==> config.mk <==
export PLATFORM = sky130hd
export DESIGN_NAME = czj_zone
export DESIGN_NICKNAME = d
export VERILOG_FILES = /design/src/hdl/czj_pkg.sv /design/src/hdl/czj_zone.sv /design/src/hdl/czj_tick_gen.sv
export VERILOG_INCLUDE_DIRS = /design/src /design/src/hdl
export SDC_FILE = /design/constraint.sdc
export NUM_CORES = 1
export LEC_CHECK = 0
export ABC_CLOCK_PERIOD_IN_PS = 3700
export BUFFER_PORTS_ARGS = -buffer_cell sky130_fd_sc_hd__buf_4
export CORE_ASPECT_RATIO = 1.25
export CORE_MARGIN = 1.5
export CORE_UTILIZATION = 33
export CTS_CLUSTER_DIAMETER = 150
export DETAILED_ROUTE_END_ITERATION = 10
export SYNTH_ARGS = -nofsm -noshare
export SYNTH_HDL_FRONTEND = slang
export SYNTH_SLANG_ARGS = --single-unit
==> constraint.sdc <==
create_clock -name ref_clk -period 3.7 [get_ports ref_clk]
set_input_delay 0.74 -clock ref_clk [delete_from_list [all_inputs] [get_ports ref_clk]]
set_output_delay 0.74 -clock ref_clk [all_outputs]
set_load 0.005 [all_outputs]
==> src/hdl/czj_defines.svh <==
`ifndef CZJ_DEFINES_SVH
`define CZJ_DEFINES_SVH

// ***************************************************************
// timer settings
// ***************************************************************
`define CZJ_TMR_W          8
`define CZJ_TMR_ZERO       8'h00
`define CZJ_TMR_ONE        8'h01

// ***************************************************************
// timing: one timer step is 0.2 s, clock period 100 ns
// ***************************************************************
`define CZJ_CLK_PERIOD_NS  100
`define CZJ_TICK_NS        200000000
`define CZJ_TICK_CYCLES    (`CZJ_TICK_NS / `CZJ_CLK_PERIOD_NS)
`define CZJ_TICK_CNT_W     21
`define CZJ_TICK_CNT_ZERO  21'h000000

// ***************************************************************
// reset values and state width
// ***************************************************************
`define CZJ_SYNC_RST       2'h0
`define CZJ_STATE_W        3

`endif

==> src/hdl/czj_pkg.sv <==
`include "czj_defines.svh"

package czj_pkg;

   // zone sequencer states
   typedef enum logic [`CZJ_STATE_W-1:0] {
      CZJ_IDLE      = 3'h0,
      CZJ_FWD_WAIT  = 3'h1,
      CZJ_FWD_BLOCK = 3'h2,
      CZJ_CLEAR     = 3'h3,
      CZJ_UNJAM     = 3'h4,
      CZJ_JAMMED    = 3'h5
   } czj_state_e;

   // programmed durations, in 0.2 s steps, zero disables
   typedef struct packed {
      logic [`CZJ_TMR_W-1:0] clear_set;
      logic [`CZJ_TMR_W-1:0] jam_set;
      logic [`CZJ_TMR_W-1:0] unjam_set;
   } czj_timers_s;

   // host jog request
   typedef struct packed {
      logic fwd;
      logic rev;
   } czj_jog_s;

endpackage

==> src/hdl/czj_zone.sv <==
`timescale 1ns/1ps
`include "czj_defines.svh"

module czj_zone #(
   parameter int unsigned TICK_CYCLES = `CZJ_TICK_CYCLES
) (
   input  wire logic                ref_clk,
   input  wire logic                nrst,
   input  wire logic                clk_en,
   input  wire logic                sensor_pin,
   input  wire logic                sensor_act_high,
   input  wire logic                run_req,
   input  wire czj_pkg::czj_jog_s   jog,
   input  wire czj_pkg::czj_timers_s timers,
   output logic                     motor_fwd,
   output logic                     motor_rev,
   output logic                     jam_flag,
   output czj_pkg::czj_state_e      zone_state
);

   // ***************************************************************
   // declarations
   // ***************************************************************
   logic [1:0]               sync_reg;
   logic [1:0]               sync_next;
   logic                     tick;
   logic                     sens_blk;
   logic                     jog_on;
   czj_pkg::czj_state_e      st_reg;
   czj_pkg::czj_state_e      st_next;
   logic [`CZJ_TMR_W-1:0]    cnt_reg;
   logic [`CZJ_TMR_W-1:0]    cnt_next;
   logic [`CZJ_TMR_W-1:0]    cur_lim;
   logic [`CZJ_TMR_W-1:0]    cnt_inc;
   logic                     hit;
   logic                     fwd_reg;
   logic                     fwd_next;
   logic                     rev_reg;
   logic                     rev_next;
   logic                     jam_reg;
   logic                     jam_next;

   // ***************************************************************
   // step tick
   // ***************************************************************
   czj_tick_gen #(
      .TICK_CYCLES (TICK_CYCLES)
   ) u_tick (
      .ref_clk (ref_clk),
      .nrst    (nrst),
      .clk_en  (clk_en),
      .tick    (tick)
   );

   // ***************************************************************
   // sensor synchroniser
   // ***************************************************************
   // pin is asynchronous; only the second stage is ever read
   always_comb begin
      sync_next = {sync_reg[0], sensor_pin};
   end

   always_ff @(posedge ref_clk or negedge nrst) begin
      if (!nrst) begin
         sync_reg <= `CZJ_SYNC_RST;
      end else if (clk_en) begin
         sync_reg <= sync_next;
      end
   end

   // polarity applied after the second stage
   assign sens_blk = sensor_act_high ? sync_reg[1] : ~sync_reg[1];
   assign jog_on   = jog.fwd | jog.rev;

   // ***************************************************************
   // zone timer
   // ***************************************************************
   // one counter serves whichever duration the state needs
   always_comb begin
      case (st_reg)
         czj_pkg::CZJ_FWD_BLOCK: cur_lim = timers.jam_set;
         czj_pkg::CZJ_CLEAR:     cur_lim = timers.clear_set;
         czj_pkg::CZJ_UNJAM:     cur_lim = timers.unjam_set;
         default:                cur_lim = `CZJ_TMR_ZERO;
      endcase
   end

   assign cnt_inc = cnt_reg + `CZJ_TMR_ONE;
   // expiry lands on a tick, so resolution is one 0.2 s step
   assign hit = tick && (cur_lim != `CZJ_TMR_ZERO) &&
                (cnt_inc >= cur_lim);

   // ***************************************************************
   // zone sequencer
   // ***************************************************************
   always_comb begin
      st_next  = st_reg;
      cnt_next = cnt_reg;
      if (tick && cur_lim != `CZJ_TMR_ZERO) begin
         cnt_next = cnt_inc;
      end
      case (st_reg)
         czj_pkg::CZJ_IDLE: begin
            if (!jog_on && run_req) begin
               st_next = sens_blk ? czj_pkg::CZJ_FWD_BLOCK
                                  : czj_pkg::CZJ_FWD_WAIT;
            end
         end
         czj_pkg::CZJ_FWD_WAIT: begin
            if (jog_on || !run_req) begin
               st_next = czj_pkg::CZJ_IDLE;
            end else if (sens_blk) begin
               st_next = czj_pkg::CZJ_FWD_BLOCK;
            end
         end
         czj_pkg::CZJ_FWD_BLOCK: begin
            // jog hands the motor to the host; detection stops
            if (jog_on) begin
               st_next = czj_pkg::CZJ_IDLE;
            end else if (!sens_blk) begin
               st_next = czj_pkg::CZJ_CLEAR;
            end else if (hit) begin
               // zero jam setting never hits: runs on forward
               if (timers.unjam_set != `CZJ_TMR_ZERO) begin
                  st_next = czj_pkg::CZJ_UNJAM;
               end else begin
                  st_next = czj_pkg::CZJ_JAMMED;
               end
            end
         end
         czj_pkg::CZJ_CLEAR: begin
            if (jog_on) begin
               st_next = czj_pkg::CZJ_IDLE;
            end else if (timers.clear_set == `CZJ_TMR_ZERO) begin
               // no clear time: next tray on the sensor stops us
               if (sens_blk) begin
                  st_next = czj_pkg::CZJ_IDLE;
               end
            end else if (sens_blk) begin
               st_next = czj_pkg::CZJ_FWD_BLOCK;
            end else if (hit) begin
               st_next = czj_pkg::CZJ_IDLE;
            end
         end
         czj_pkg::CZJ_UNJAM: begin
            if (jog_on) begin
               st_next = czj_pkg::CZJ_IDLE;
            end else if (!sens_blk) begin
               st_next = czj_pkg::CZJ_FWD_WAIT;
            end else if (hit) begin
               st_next = czj_pkg::CZJ_JAMMED;
            end
         end
         czj_pkg::CZJ_JAMMED: begin
            // cleared only by removing the tray by hand
            if (!sens_blk) begin
               st_next = czj_pkg::CZJ_IDLE;
            end
         end
         default: begin
            st_next = czj_pkg::CZJ_IDLE;
         end
      endcase
      if (st_next != st_reg) begin
         cnt_next = `CZJ_TMR_ZERO;
      end
   end

   // motor and flag follow the next state so outputs are flops
   always_comb begin
      jam_next = (st_next == czj_pkg::CZJ_UNJAM) ||
                 (st_next == czj_pkg::CZJ_JAMMED);
      fwd_next = jog.fwd ||
                 (!jog_on && (st_next == czj_pkg::CZJ_FWD_WAIT ||
                              st_next == czj_pkg::CZJ_FWD_BLOCK ||
                              st_next == czj_pkg::CZJ_CLEAR));
      rev_next = (jog.rev && !jog.fwd) ||
                 (!jog_on && st_next == czj_pkg::CZJ_UNJAM);
   end

   always_ff @(posedge ref_clk or negedge nrst) begin
      if (!nrst) begin
         st_reg  <= czj_pkg::CZJ_IDLE;
         cnt_reg <= `CZJ_TMR_ZERO;
         fwd_reg <= 1'b0;
         rev_reg <= 1'b0;
         jam_reg <= 1'b0;
      end else if (clk_en) begin
         st_reg  <= st_next;
         cnt_reg <= cnt_next;
         fwd_reg <= fwd_next;
         rev_reg <= rev_next;
         jam_reg <= jam_next;
      end
   end

   assign motor_fwd  = fwd_reg;
   assign motor_rev  = rev_reg;
   assign jam_flag   = jam_reg;
   assign zone_state = st_reg;
endmodule // czj_zone

==> src/hdl/czj_tick_gen.sv <==
`timescale 1ns/1ps
`include "czj_defines.svh"

module czj_tick_gen #(
   parameter int unsigned TICK_CYCLES = `CZJ_TICK_CYCLES
) (
   input  wire logic ref_clk,
   input  wire logic nrst,
   input  wire logic clk_en,
   output logic      tick
);

   localparam logic [`CZJ_TICK_CNT_W-1:0] LAST =
      `CZJ_TICK_CNT_W'(TICK_CYCLES - 1);

   logic [`CZJ_TICK_CNT_W-1:0] div_reg;
   logic [`CZJ_TICK_CNT_W-1:0] div_next;
   logic                       tick_reg;
   logic                       tick_next;

   // free-running divider, one pulse per timer step
   always_comb begin
      div_next  = div_reg + `CZJ_TICK_CNT_W'(1);
      tick_next = 1'b0;
      if (div_reg == LAST) begin
         div_next  = `CZJ_TICK_CNT_ZERO;
         tick_next = 1'b1;
      end
   end

   always_ff @(posedge ref_clk or negedge nrst) begin
      if (!nrst) begin
         div_reg  <= `CZJ_TICK_CNT_ZERO;
         tick_reg <= 1'b0;
      end else if (clk_en) begin
         div_reg  <= div_next;
         tick_reg <= tick_next;
      end
   end

   assign tick = tick_reg;

endmodule // czj_tick_gen

After elaboration in Yosys (flattened, before gate mapping)
Index checks and enable logic that the tools add are counted.
{"block": "word_totals", "register_bits": 38, "latch_bits": 0, "mem_bits_rw": 0, "mem_bits_ro": 0, "input_bits": 32, "out_inout_bits": 6, "elab_cells": 70, "n_memories": 0}
{"block": "op_classes", "add_sub_neg": 2, "n_mul": 0, "n_div": 0, "order_cmp": 1, "n_eq_ne": 12, "shift": 0, "muxes": 24, "bitwise": 2, "reduce_logical": 21}
{"cell": "$mux W3", "n": 15}
{"cell": "$pmux W8 S3", "n": 1}
{"cell": "$add A21 B1 Y21 const B", "n": 1}
{"cell": "$eq A21 B21 Y1 const B", "n": 1}
{"cell": "$mux W21", "n": 1}
{"cell": "$pmux W3 S6", "n": 1}
{"cell": "$mux W8", "n": 2}
{"cell": "$reduce_bool A8 Y1", "n": 2}
{"cell": "$eq A3 B2 Y1 const B", "n": 4}
{"cell": "$eq A3 B3 Y1 const B", "n": 4}
{"cell": "$add A8 B1 Y8 const B", "n": 1}
{"cell": "$ge A8 B8 Y1", "n": 1}
{"cell": "$logic_not A8 Y1", "n": 1}
{"cell": "$eq A3 B1 Y1 const B", "n": 2}
{"cell": "$logic_and A1 B1 Y1", "n": 6}
{"cell": "$logic_or A1 B1 Y1", "n": 6}
{"cell": "$logic_not A1 Y1", "n": 3}
{"cell": "$logic_not A3 Y1", "n": 1}
{"cell": "$mux W1", "n": 3}
{"cell": "$ne A3 B3 Y1", "n": 1}
{"cell": "$mux W2", "n": 1}
{"cell": "$reduce_and A2 Y1", "n": 1}
{"cell": "$reduce_bool A2 Y1", "n": 1}
{"cell": "$not A1 Y1", "n": 1}
{"cell": "$or A1 B1 Y1", "n": 1}

Longest topological paths before layout
{"block": "logic_depth", "word_depth": 15, "ltp_mapped": 13, "ltp_nobuf": 13}

Cells and area by module
Synthesis repeated with hierarchy kept, for this count alone.
{"block": "unflattened", "cells_unflattened": 278, "area_unflattened_um2": 2620.0}
{"module": "czj_zone", "n_inst": 1, "cells_each": 173, "area_each_um2": 1529.0, "seq_area_each_um2": 400.4}
{"module": "czj_tick_gen", "n_inst": 1, "cells_each": 105, "area_each_um2": 1091.0, "seq_area_each_um2": 550.5}

Worst setup path before layout
No wires, ideal clock.
{"block": "synth_path", "kind": "input port to flip-flop", "startpoint": "input timers[18] in the netlist's numbering", "endpoint": "register rev_reg (netlist: motor_rev)", "setup_time_ps": 126, "arrival_ps": 2873, "t_required_ps": 3574, "slack_ps": 701, "cell_stages": 10, "path_buffers": 0, "cell_sequence": "mux2_2 > a22oi_1 > ha_1 > o21a_1 > nor2_1 > o31ai_1 > or3b_2 > o21ai_1 > nor4b_1 > a221o_1"}
{"block": "synth_via", "elab_chain_len": 12, "elab_cells_between_ends": 20, "classes_between": "order compare (1); eq/ne (1); mux (12); reduce/logical (6)"}
{"item": "start, declared", "line_no": "czj_zone.sv:14", "source": "input wire czj_pkg::czj_timers_s timers,"}
{"item": "parallel branches: the longest is 8 deep, another holds $ge A8 B8 Y1"}
{"item": "$pmux W3 S6 *", "line_no": "czj_zone.sv:102", "source": "case (st_reg)"}
{"item": "$eq A3 B3 Y1 *", "line_no": "czj_zone.sv:178", "source": "(!jog_on && st_next == czj_pkg::CZJ_UNJAM);"}
{"item": "$logic_and A1 B1 Y1 *", "line_no": "czj_zone.sv:178"}
{"item": "$logic_or A1 B1 Y1 *", "line_no": "czj_zone.sv:177", "source": "rev_next = (jog.rev && !jog.fwd) ||"}
{"item": "end signal, assigned", "line_no": "czj_zone.sv:192", "source": "rev_reg <= rev_next;"}
{"item": "end, declared", "line_no": "czj_zone.sv:38", "source": "logic rev_reg;"}
Every way passes the cells marked *.
A chain may end at the register's enable or synchronous reset.

Worst setup path after layout
{"block": "layout_path", "startpoint": "register st_reg[0] (netlist: zone_state[0])", "endpoint": "register fwd_reg (netlist: motor_fwd)"}
{"block": "layout_via", "elab_chain_len": 15, "elab_cells_between_ends": 34, "classes_between": "order compare (1); eq/ne (8); mux (17); reduce/logical (8)"}
{"item": "start, declared", "line_no": "czj_zone.sv:29", "source": "czj_pkg::czj_state_e st_reg;"}
{"item": "start signal, assigned", "line_no": "czj_zone.sv:183", "source": "st_reg <= czj_pkg::CZJ_IDLE;"}
{"item": "start signal, assigned", "line_no": "czj_zone.sv:189", "source": "st_reg <= st_next;"}
{"item": "parallel branches: the longest is 9 deep, another holds $ge A8 B8 Y1"}
{"item": "$pmux W3 S6 *", "line_no": "czj_zone.sv:102"}
{"item": "$eq A3 B1 Y1 or $eq A3 B2 Y1 (tied branches)", "line_no": "czj_zone.sv:174, czj_zone.sv:175"}
{"item": "$logic_or A1 B1 Y1", "line_no": "czj_zone.sv:174", "source": "(!jog_on && (st_next == czj_pkg::CZJ_FWD_WAIT ||"}
{"item": "$logic_or A1 B1 Y1 *", "line_no": "czj_zone.sv:175", "source": "st_next == czj_pkg::CZJ_FWD_BLOCK ||"}
{"item": "$logic_and A1 B1 Y1 *", "line_no": "czj_zone.sv:174"}
{"item": "$logic_or A1 B1 Y1 *", "line_no": "czj_zone.sv:173", "source": "fwd_next = jog.fwd ||"}
{"item": "end signal, assigned", "line_no": "czj_zone.sv:191", "source": "fwd_reg <= fwd_next;"}
{"item": "end, declared", "line_no": "czj_zone.sv:36", "source": "logic fwd_reg;"}
Marked as above.

==> reports/results.tsv <==
stage	metric	value	unit
drt	WL final	5.901	mm
cts	Clock Pin Slew Worst Setup and Hold Paths	80	ps
yosys	Distinct cells, synth	50	
global_routing	initial antenna violation count	0	
cts	CTS buffer count	5	
floorplan	starting density of the core	33.86	%
timing	Final Cycle Share	90.20	%
place	HPWL after detailed placement	4.484	mm
global_routing	GRT Residual Overflow	0	
min_path	HP Class	in2async	
place	placed cells	394	
yosys	cells after synthesis	270	
finish	# fillers	771	
yosys	synth cell count leaders	38 x dfrtp_1, 25 x nor2_1, 23 x nand2_1	
floorplan	Die X	80.71	um
cts	clk sinks	38	
drt	residual DRC count	0	
cts	depth of the CTS H-tree	2	
yosys	top cell type by total area after synthesis	dfrtp_1	
timing	RSZ-0062 raised after global routing	false	
cts	CTS root buffer	clkbuf_8	
worst_setup_path	crit path max fanout	11	
finish	max FFs per register	21	
finish	layout cells sized above 1	20.32	%
drt	vias	2119	
worst_setup_path	crit path DAT	3540	ps
timing	crit path time final	3337	ps
yosys	sequential share of the synthesized area	38.17	%
cts	clock latency on the worst-skew pair	290	ps
power	cell leakage power	1.286	nW
worst_setup_path	Crit. End Element	flop	
yosys	mapped cell area	2491	um^2
global_routing	GRT Util Overall	15.83	%
yosys	dominant synthesized flop cell	dfrtp_1	
global_routing	largest net degree at the start of global routing	39	
yosys	Synth area leaders	dfrtp_1 38%, xnor2_1 5.6%, ha_1 5.0%	
timing	Setup Skew	10.61	ps
floorplan	Core ar.	7357	um^2
floorplan	Die Area	8082	um^2
run_status	outcome	finished clean	
cts	# hold bufs at CTS	0	
drt	wire length per cell	14.68	um
floorplan	Die Y	100.1	um
yosys	flop and latch count out of synthesis	38	
floorplan	row cnt	35	
timing	Pins Over Slew Limit	0	
worst_setup_path	startpoint types	flop	
global_routing	vias in the first global route	2187	
yosys	post-synth top area share	38.17	%
power	VDD IR max	0.0001995	V
yosys	Syn Nets	312	
job	max_cap viols	0	
finish	ant diodes	0	
finish	post-layout util	40.32	%
drt	Post-DRT Antenna Nets	0	
finish	nets@finish	351	
global_routing	first-pass GRT wire length	10.01	mm
place	IO buf count	37	
timing	Slew HR	59.51	%
yosys	Mean Syn Cell Area	9.226	um^2
drt	first-pass iteration count of the detailed router	4	
drt	Via-to-Cell Ratio	5.271	
finish	post-route insts no fill	402	
cts	CTS tree	built	
finish	area grow syn2layout	19.09	%
timing	TNS Setup	0	ps
drt	Initial DRC Count	111	
timing	Worst-Margin Slew	602.2	ps
power	Power Density	337.1	nW/um^2
worst_setup_path	WP data required	3900	ps
yosys	synth warn	0	
yosys	count leader, synth	dfrtp_1	
timing	setup violators final	0	
yosys	Synth async-reset ratio	100.0	%
floorplan	I/O pins	38	
yosys	Post-synth EDFFs	0	
timing	Final Hold Viols	0	
place	Final GP Congestion	0.8430	
cts	maximum buffer depth of the clock tree	2	
worst_setup_path	crit path kind	reg2reg	
timing	f_max	299.6	MHz
-- per-stage QoR --
step           hold slack [ps]  worst slack (ps)  total power [mW]  area [um^2]
3_3_place_gp             479.8             306.8            0.7044         2865
6_report                 410.9             362.7             1.000         2967
2_1_floorplan            444.4             700.8            0.6232         2491
3_5_place_dp             486.1             275.4            0.7092         2865
5_1_grt                  442.8             38.88             1.065         2967
4_1_cts                  415.3             240.3             1.019         2960
-- placed cells by master (no fill, tap or decap), types with 3 or more instances in the layout --
master,n
o31ai_1,3
a21oi_1,5
nor2_1,25
a22oi_1,8
nor3_1,3
ha_1,10
buf_4,40
a31oi_1,3
o21a_1,3
mux2i_1,4
o21ai_0,10
nand2_1,23
dfrtp_1,38
nand2b_1,3
nand4_1,7
o2bb2ai_1,7
inv_1,14
and3_1,6
nor4_1,7
xor2_1,12
xnor2_1,16
o2111ai_1,3
nand3_1,15
mux2_2,9
clkbuf_8,6
-- final cells by class --
type	instances	area, um^2	share of cell area, %
Clock buffer	6	82.58	2.784
Inverter	14	52.55	1.771
Tap cell	92	115.1	3.880
Sequential cell	38	950.9	32.05
Multi-Input combinational cell	210	1453	48.97
Timing Repair Buffer	40	300.3	10.12
Clock inverter	2	12.51	0.4218
-- worst max-delay path, stage by stage (launching register included) --
cell and delay, ps:
dfrtp_1 550, nor3b_4 420, o2bb2ai_1 220, ha_1 280
nand2b_1 140, a2111oi_0 450, o31ai_1 220, and3_1 220
a32o_1 190, a211o_1 330, a211oi_1 220
-- routing by layer --
metal	routed length [um]	GRT usage (%)	part of all wire, %	up-vias
met3	282	3.000	4.8	7
met5	0	0	0	-
met2	2987	28.25	51	50
met4	76	4.907	1.3	0
li1	-	-	-	1059
met1	2555	18.99	43	1003
-- where the power goes --
part           switching (mW)  leakage (nW)  total, mW  internal (mW)
registers              0.0415         0.505      0.493          0.452
logic                   0.108         0.734      0.209          0.101
clock network           0.148        0.0472      0.298          0.150
total                   0.297          1.29       1.00          0.703
-- timing repair --
action	4_1_cts	5_1_grt
setup buffers	0	0
gates resized for setup	0	1
endpoints found under the hold margin	0	0
endpoints found under the setup margin	0	1
-- kinds of logic after synthesis --
family                     after synthesis  share of synthesized area, %
AOI/OAI and AO/OA                       54                         15.52
xor gates and xnor gates                28                         9.844
adders and majority gates               10                         5.023
buffers and inverters                   22                         3.767
DFF                                     38                         38.17
muxes                                   13                         5.676
and+or+nand+nor                        105                         22.00
-- final timing paths --
check                                         from                  to  slack (ps)  cells after the start
worst max-delay path                 zone_state[0]           motor_fwd         360                     10
min in group ref_clk            u_tick.div_reg[16]  u_tick.div_reg[16]         500                      1
worst max register to register       zone_state[0]           motor_fwd         360                     10
worst min register to register  u_tick.div_reg[16]  u_tick.div_reg[16]         500                      1
worst min-delay path                          nrst         sync_reg[0]         410                      1
max in group asynchronous                     nrst   u_tick.div_reg[2]        2950                      1
Power figures use the tool's default switching activity.
